==> src/pkg/aicrf_regs.vh <==
// Register map, field widths, reset values and mux codes for the ADC
// input configuration and result formatting block.
// Included by the top-level design file; holds definitions only.
`ifndef AICRF_REGS_VH
`define AICRF_REGS_VH

// Special-function-register addresses.
`define AICRF_ADDR_PAIR_CFG   8'hba
`define AICRF_ADDR_CHAN_SEL   8'hbb
`define AICRF_ADDR_RES_LOW    8'hbe
`define AICRF_ADDR_RES_HIGH   8'hbf

// Reset values.
`define AICRF_RST_PAIR_CFG    4'h0
`define AICRF_RST_CHAN_SEL    4'h0
`define AICRF_RST_RES_BYTE    8'h00

// Field layout.
`define AICRF_CFG_BITS        4
`define AICRF_SEL_BITS        4
`define AICRF_RES_BITS        12

// Channel select code where the temperature sensor takes over.
`define AICRF_SEL_TEMP        4'h8

// Route codes driven to the analog mux: 0..7 single input, 8..11 pair, 12 temp.
`define AICRF_ROUTE_PAIR_BASE 4'h8
`define AICRF_ROUTE_TEMP      4'hc

`endif

==> src/rtl/aicrf_result_fmt.v <==
// Formats one 12-bit conversion word into the high and low result bytes.
// Assumes a conversion word that is already two's complement for pairs.
`timescale 1ns/100ps
`default_nettype none

module aicrf_result_fmt (
  // Conversion word and its kind.
  input  wire [11:0] conv_word,
  input  wire        is_diff,
  // Justification choice.
  input  wire        left_justify_sel,
  // Formatted bytes.
  output reg  [7:0]  high_byte,
  output reg  [7:0]  low_byte
);

  // Left: word in high byte and top nibble of low; right: sign or zero fill.
  always @* begin
    if (left_justify_sel) begin
      high_byte = conv_word[11:4];
      low_byte  = {conv_word[3:0], 4'h0};
    end else begin
      high_byte = {{4{is_diff & conv_word[11]}}, conv_word[11:8]};
      low_byte  = conv_word[7:0];
    end
  end

endmodule

`default_nettype wire

==> src/rtl/aicrf_top.v <==
// ADC input pair configuration, channel routing and result formatting.
// Assumes a byte-wide SFR port with one-cycle read and write strobes and a
// converter that pulses conv_done with its 12-bit word in the same cycle.
//
// Operation
// - Each config bit: 0 two single-ended inputs, 1 even-plus odd-minus pair.
// - Config register upper four bits read zero and ignore writes.
// - Either select code of a differential pair routes the pair; 1xxx routes temp.
// - Left justified: high byte holds result bits 11 to 4.
// - Right justified: high nibble sign-extends for pairs, zero for single-ended.
// - Left justified: low byte holds bits 3 to 0 above four zero bits.
// - Right justified: low byte holds result bits 7 to 0.
// - Differential results are two's complement; single-ended are unsigned.
// - Pair full scale gives 07ff/f800 right, 7ff0/8000 left justified.
// - A justification bit selects left or right placement of the result.
// - A four-bit channel select field chooses the routed input or pair.
`timescale 1ns/100ps
`default_nettype none
`include "aicrf_regs.vh"

module aicrf_top (
  // Clock and reset.
  input  wire       mclk,
  input  wire       rst_b,
  // Special-function-register port.
  input  wire [7:0] sfr_addr,
  input  wire [7:0] sfr_wdata,
  input  wire       sfr_wr,
  input  wire       sfr_rd,
  output reg  [7:0] sfr_rdata,
  // Justification control bit held in the converter control register.
  input  wire       left_justify_sel,
  // Converter result.
  input  wire       conv_done,
  input  wire [11:0] conv_word,
  // Analog mux steering.
  output reg  [3:0] mux_route,
  output reg        mux_diff
);

  reg  [3:0] input_pair_config_reg;
  reg  [3:0] channel_select_reg;
  reg  [7:0] result_low_byte_reg;
  reg  [7:0] result_high_byte_reg;
  reg        conv_diff_reg;
  reg  [3:0] mux_route_next;
  reg        mux_diff_next;
  reg  [7:0] rdata_next;
  wire [7:0] fmt_high;
  wire [7:0] fmt_low;
  wire [1:0] pair_idx;
  wire       pair_is_diff;

  assign pair_idx     = channel_select_reg[2:1];
  assign pair_is_diff = input_pair_config_reg[pair_idx];

  // Routing: a pair set differential claims both of its codes.
  always @* begin
    if (channel_select_reg[3]) begin
      mux_route_next = `AICRF_ROUTE_TEMP;
      mux_diff_next  = 1'b0;
    end else if (pair_is_diff) begin
      mux_route_next = `AICRF_ROUTE_PAIR_BASE + {2'b00, pair_idx};
      mux_diff_next  = 1'b1;
    end else begin
      mux_route_next = channel_select_reg;
      mux_diff_next  = 1'b0;
    end
  end

  // Converter-word formatting; the word arrives already signed for pairs.
  aicrf_result_fmt u_fmt (
    .conv_word        (conv_word),
    .is_diff          (conv_diff_reg),
    .left_justify_sel (left_justify_sel),
    .high_byte        (fmt_high),
    .low_byte         (fmt_low)
  );

  // Register writes; the result bytes are software-writable, but a finishing
  // conversion wins so the pair never mixes two conversions.
  always @(posedge mclk or negedge rst_b) begin
    if (!rst_b) begin
      input_pair_config_reg <= `AICRF_RST_PAIR_CFG;
      channel_select_reg    <= `AICRF_RST_CHAN_SEL;
      result_low_byte_reg   <= `AICRF_RST_RES_BYTE;
      result_high_byte_reg  <= `AICRF_RST_RES_BYTE;
      conv_diff_reg         <= 1'b0;
    end else begin
      if (sfr_wr && sfr_addr == `AICRF_ADDR_PAIR_CFG)
        input_pair_config_reg <= sfr_wdata[3:0];
      if (sfr_wr && sfr_addr == `AICRF_ADDR_CHAN_SEL)
        channel_select_reg <= sfr_wdata[3:0];
      conv_diff_reg <= mux_diff_next;
      if (conv_done) begin
        result_high_byte_reg <= fmt_high;
        result_low_byte_reg  <= fmt_low;
      end else begin
        if (sfr_wr && sfr_addr == `AICRF_ADDR_RES_LOW)
          result_low_byte_reg <= sfr_wdata;
        if (sfr_wr && sfr_addr == `AICRF_ADDR_RES_HIGH)
          result_high_byte_reg <= sfr_wdata;
      end
    end
  end

  // Read mux; unmapped addresses return zero.
  always @* begin
    case (sfr_addr)
      `AICRF_ADDR_PAIR_CFG: rdata_next = {4'h0, input_pair_config_reg};
      `AICRF_ADDR_CHAN_SEL: rdata_next = {4'h0, channel_select_reg};
      `AICRF_ADDR_RES_LOW:  rdata_next = result_low_byte_reg;
      `AICRF_ADDR_RES_HIGH: rdata_next = result_high_byte_reg;
      default:              rdata_next = 8'h00;
    endcase
  end

  // Registered outputs; read data is held until the next read strobe.
  always @(posedge mclk or negedge rst_b) begin
    if (!rst_b) begin
      sfr_rdata <= 8'h00;
      mux_route <= 4'h0;
      mux_diff  <= 1'b0;
    end else begin
      if (sfr_rd)
        sfr_rdata <= rdata_next;
      mux_route <= mux_route_next;
      mux_diff  <= mux_diff_next;
    end
  end

endmodule

`default_nettype wire

==> config.mk <==
export PLATFORM = sky130hd
export DESIGN_NAME = aicrf_top
export DESIGN_NICKNAME = d
export VERILOG_FILES = /design/src/rtl/aicrf_result_fmt.v /design/src/rtl/aicrf_top.v
export VERILOG_INCLUDE_DIRS = /design/src /design/src/pkg
export SDC_FILE = /design/constraint.sdc
export NUM_CORES = 1
export LEC_CHECK = 0
export ABC_AREA = 1
export ABC_CLOCK_PERIOD_IN_PS = 1180
export BUFFER_PORTS_ARGS = -buffer_cell sky130_fd_sc_hd__buf_2
export CAP_MARGIN = 20
export CELL_PAD_IN_SITES_DETAIL_PLACEMENT = 1
export CELL_PAD_IN_SITES_GLOBAL_PLACEMENT = 2
export CORE_MARGIN = 8
export CORE_UTILIZATION = 30
export CTS_CLUSTER_DIAMETER = 30
export DETAILED_ROUTE_END_ITERATION = 7
export GPL_ROUTABILITY_DRIVEN = 0
export PLACE_DENSITY_LB_ADDON = 0.1
export REMOVE_ABC_BUFFERS = 1
export SETUP_SLACK_MARGIN = 0.05
export SLEW_MARGIN = 10
export SYNTH_ARGS = -nofsm -noshare
export SYNTH_HDL_FRONTEND = slang
export SYNTH_SLANG_ARGS = --single-unit
==> constraint.sdc <==
create_clock -name mclk -period 1.18 [get_ports mclk]
set_input_delay 0.059 -clock mclk [delete_from_list [all_inputs] [get_ports mclk]]
set_output_delay 0.059 -clock mclk [all_outputs]
set_load 0.02 [all_outputs]
Yosys cells after proc, flatten, opt, wreduce, memory -nomap -nowiden
Cells that the tools add are included.
Storage, ports and cells
  register bits: 37
  logic and storage cells: 33
Operators by class
  $add $sub $neg: 1
  order comparisons: 1
  eq/ne operators: 4
  mux-type cells: 13
  bitwise operators: 1
  reduce and logical (&&, ||, !) cells: 6
Operator list (count)
  2-to-1 mux 8 bit: 6
  == test 8 bit (second input constant): 4
  one-hot mux 8 bit (4 select lines): 1
  2-to-1 mux 4 bit: 2
  adder 4 x 2 -> 4 bit (first input constant): 1
  logical AND 1 bit: 4
  nonzero test 2 bit: 2
  less-than comparator 2 x 3 -> 1 bit (second input constant): 1
  2-to-1 mux 1 bit: 3
  binary-select mux 1 bit (select 2 bit): 1
  AND 1 bit: 1

Depth between registers and ports, before layout
  depth after elaboration: 4
  mapped depth: 8
  mapped depth without buffers: 8

Hierarchy
A second synthesis with hierarchy kept.
Unflattened totals
  cell total of the unflattened synthesis: 288
  area, all modules: 2060.7 µm²
Modules (own cells, without submodules)
  aicrf_top: instances 1, cells each 244, area an instance 1873.0 µm², sequential area each 925.9 µm²
  aicrf_result_fmt: instances 1, cells each 44, area an instance 187.7 µm², sequential area each 0.0 µm²

Least setup slack after synthesis
No wires, ideal clock.
  path kind: register to register
  start: register channel_select_reg[1]
  end: register mux_route[0]
  library setup time: 117 ps
  data arrival time: 906 ps
  setup slack: 156 ps
  stages on the path, launching flop included: 7
  path buffers: 0
  clock period less this slack: 1024 ps
  cells stage by stage: dfrtp_1 > a21oi_1 > o21ai_0 > nand2_1 > inv_1 > nand3_1 > nand2_1
Between the ends
  cells in the longest elaborated chain, start to end: 4
  elaborated cells between the ends (all ways): 5
RTL lines
  start: declaration: RTL line aicrf_top.v:42  | reg [3:0] channel_select_reg;
  start signal: assignment: RTL line aicrf_top.v:85  | channel_select_reg <= `AICRF_RST_CHAN_SEL;
  start signal: assignment: RTL line aicrf_top.v:93  | channel_select_reg <= sfr_wdata[3:0];
  branches (longest 2 deep; another with adder 4 x 2 -> 4 bit)
  2-to-1 mux 4 bit (*): RTL line aicrf_top.v:62  | end else if (pair_is_diff) begin
  2-to-1 mux 4 bit (*): RTL line aicrf_top.v:59  | if (channel_select_reg[3]) begin
  net mux_route_next[0]: RTL line aicrf_top.v:46  | reg [3:0] mux_route_next;
  end signal: assignment: RTL line aicrf_top.v:127  | mux_route <= mux_route_next;
  end: declaration: RTL line aicrf_top.v:37  | output reg [3:0] mux_route,
Mark *: on every way through the listed nets, which the timed path passes. The select of a mux whose other input is x is not followed.
A chain may end at the register's enable or synchronous reset.

Final worst setup path
Ends and elaborated chain as after synthesis.

==> results.md <==
- Pwr dens: 1200 mW/mm2
- Fill cells: 826
- Cell Area, Synth: just under 0.002 mm2
- DR vias: 1892
- Initial antenna violation count: 0
- Post-synthesis register bit count: 37
- Fin worst setup slack: just under 0.1 ns
- Multi-input gate area: 908 um2
- First-pass GRT wire length: 10.7 mm
- Status: completed
- Reg area: 927 um2
- Layout cell share with drive strength beyond 1: 27.3%
- Reg clk slew, reported paths: 0.08 ns
- Final setup viols: 0
- CP Launch Type: flip-flop
- Port bufs: between 40 and 50
- Fin. Hold Viols: 0
- Final setup TNS: 0 ns
- DRC viols: 0
- Worst slew pin tran: 0.299 ns
- Largest area contributor in the netlist: dfrtp_1
- Crit Path Max Fanout: 7
- DR iter-0 viols: 55
- Routed len/inst: 15.4 um
- Max_cap viols: 0
- Period utilization: 91.8%
- Most common cell after layout, fill and taps aside: nand2_1
- Detail Placement HPWL: 4.64 mm
- Layout area overhead: 28.2%
- ANT nets after route: 0
- Most frequent cells in the layout: nand2_1, buf_2, dfrtp_1
- CP Cell Sequence: a21oi_2 -> o21ai_2 -> nand2_2 -> inv_2 -> nand3_1 -> nand2_1
- Post-Route WL: 6.15 mm
- Core area: 0.00639 mm2
- Critical path's largest stage delay: around 0.48 ns
- Via density: 4.74
- Fmax: 0.923 GHz
- Final Non-Filler Cells: 399
- I/O pin count: 47
- Clk sink count: 37
- Dpl cells: 388
- Clock Tree Buf Depth: 2
- Yosys warns: 0
- Die height: 97.3 um
- Max VDD drop: 662 uV
- Clock buffer count from CTS: 5
- Tmin final: approximately 1.1 ns
- CP endpoint kind: flip-flop
- HP Class: primary input to flip-flop
- Layout Skew: 0.00546 ns
- Critical Path AT: 1.27 ns
- Leak: roughly 1.3 nW
- Vias in the first global route: 2155
- WP data required: 1.37 ns
- Mapped Cells: 261
- Final Max Tran Viols: 0
- Die X: 97.3 um
- DR pass1 iterations: 4
- Htree depth: 2
- Starting Density: between 30% and 40%
- Slowest-stage cell, CP: dfrtp_2
- Largest net degree at the start of global routing: 38
- Sequential area share after synthesis: between 40% and 50%
- GRT overflow: 0
- NumNets Final: 355
- Die area: between 0.009 and 0.01 mm2
- Number of diodes: 0
- Main area contributors after synthesis: dfrtp_1, nand2_1, o21ai_0
- Post-Syn Area per Cell: about 7.6 um2
- Setup Slack @ Placement: -0.0631 ns
- CTS tree: built
- Clk_lat worst skew: 0.29 ns
- Rows: 29
- Max transition margin: between 80% and 90%
- Post-synth top area share: 46.7%
- Synth cell types: 20
- Root Buffer: clkbuf_8
- Category of the critical setup timing path: flip-flop to flip-flop
- Tot Pwr: 3.04 mW
- All-layer global routing usage: 13.5%
- RSZ-0062 raised after global routing: yes
==> metrics by stage <==
step                cell area (um2)  hold slack, ns  util (%)
detailed placement             2380          0.0539      37.3
global placement               2380          0.0400      37.3
finish                         2540          0.0242      39.8
floorplan                      1930          -0.237         -
CTS                            2530          0.0100      39.6
global route                   2540          0.0359      39.8
==> Yosys cell counts, drive strengths merged <==
master and instances:
nand2 79, clkbuf 3, dfrtp 37, o21a 5
o21ai 42, a31o 1, nor2 20, a21oi 8
nand3 24, buf 6, o22ai 6, inv 30
==> metal layers <==
layer / up-vias / wire length, um / GRT usage, %
met5: - / 0 / 0
met4: 0 / 73 / 4.08
met3: 5 / 246 / 2.99
met2: 34 / 2700 / 21.3
met1: 892 / 3130 / 17.8
li1: 961 / - / -
==> report_power, final <==
group	total (mW)	internal, mW	switching (mW)
combinational	0.450	0.176	0.274
clock	1.18	0.688	0.495
sequential	1.41	1.35	0.0563
==> final timing paths <==
kind,from,cells after the start,to,slack (ns)
min in group asynchronous,rst_b,3,result_low_byte_reg[4],0.28
max reg2reg,channel_select_reg[1],6,mux_route[0],0.1
min,sfr_wdata[2],3,channel_select_reg[2],0.02
max in group asynchronous,rst_b,3,channel_select_reg[1],0.69
min reg2reg,sfr_rdata[3],2,sfr_rdata[3],0.48
max,channel_select_reg[1],6,mux_route[0],0.1
==> worst max-delay path, delay by kind of cell (launching register included) <==
kind,cells,cell delay (ns)
AO/OA/AOI/OAI,2,0.25
buffers and inverters,1,0.05
flip-flops,1,0.48
AND/OR/NAND/NOR,3,0.20
==> area by class of cell <==
| class | instances | share of cell area (%) |
|---|---|---|
| clock inverter | 2 | 1.48 |
| sequential | 37 | 36.5 |
| clock buffer | 6 | 3.25 |
| multi-input combinational | 185 | 35.7 |
| inverter | 30 | 4.43 |
| timing repair buffer | 62 | 14.9 |
| tap | 77 | 3.79 |
==> kinds of logic after synthesis <==
kind of cell           count (synthesis)  synth area share, %
AOI/OAI and AO/OA                     62                 17.8
and+or+nand+nor                      123                 27.3
DFF                                   37                 46.7
buffers and inverters                 39                 8.20
==> what timing repair did <==
action / in CTS / in global routing
endpoints found under the hold margin: 37 / 0
pin swaps: 1 / 4
gates resized for setup: 3 / 8
buffers inserted: 2 / 0
hold buffers: 1 / 0
endpoints found under the setup margin: 2 / 6
No activity file was read; power rests on OpenSTA's default activity.
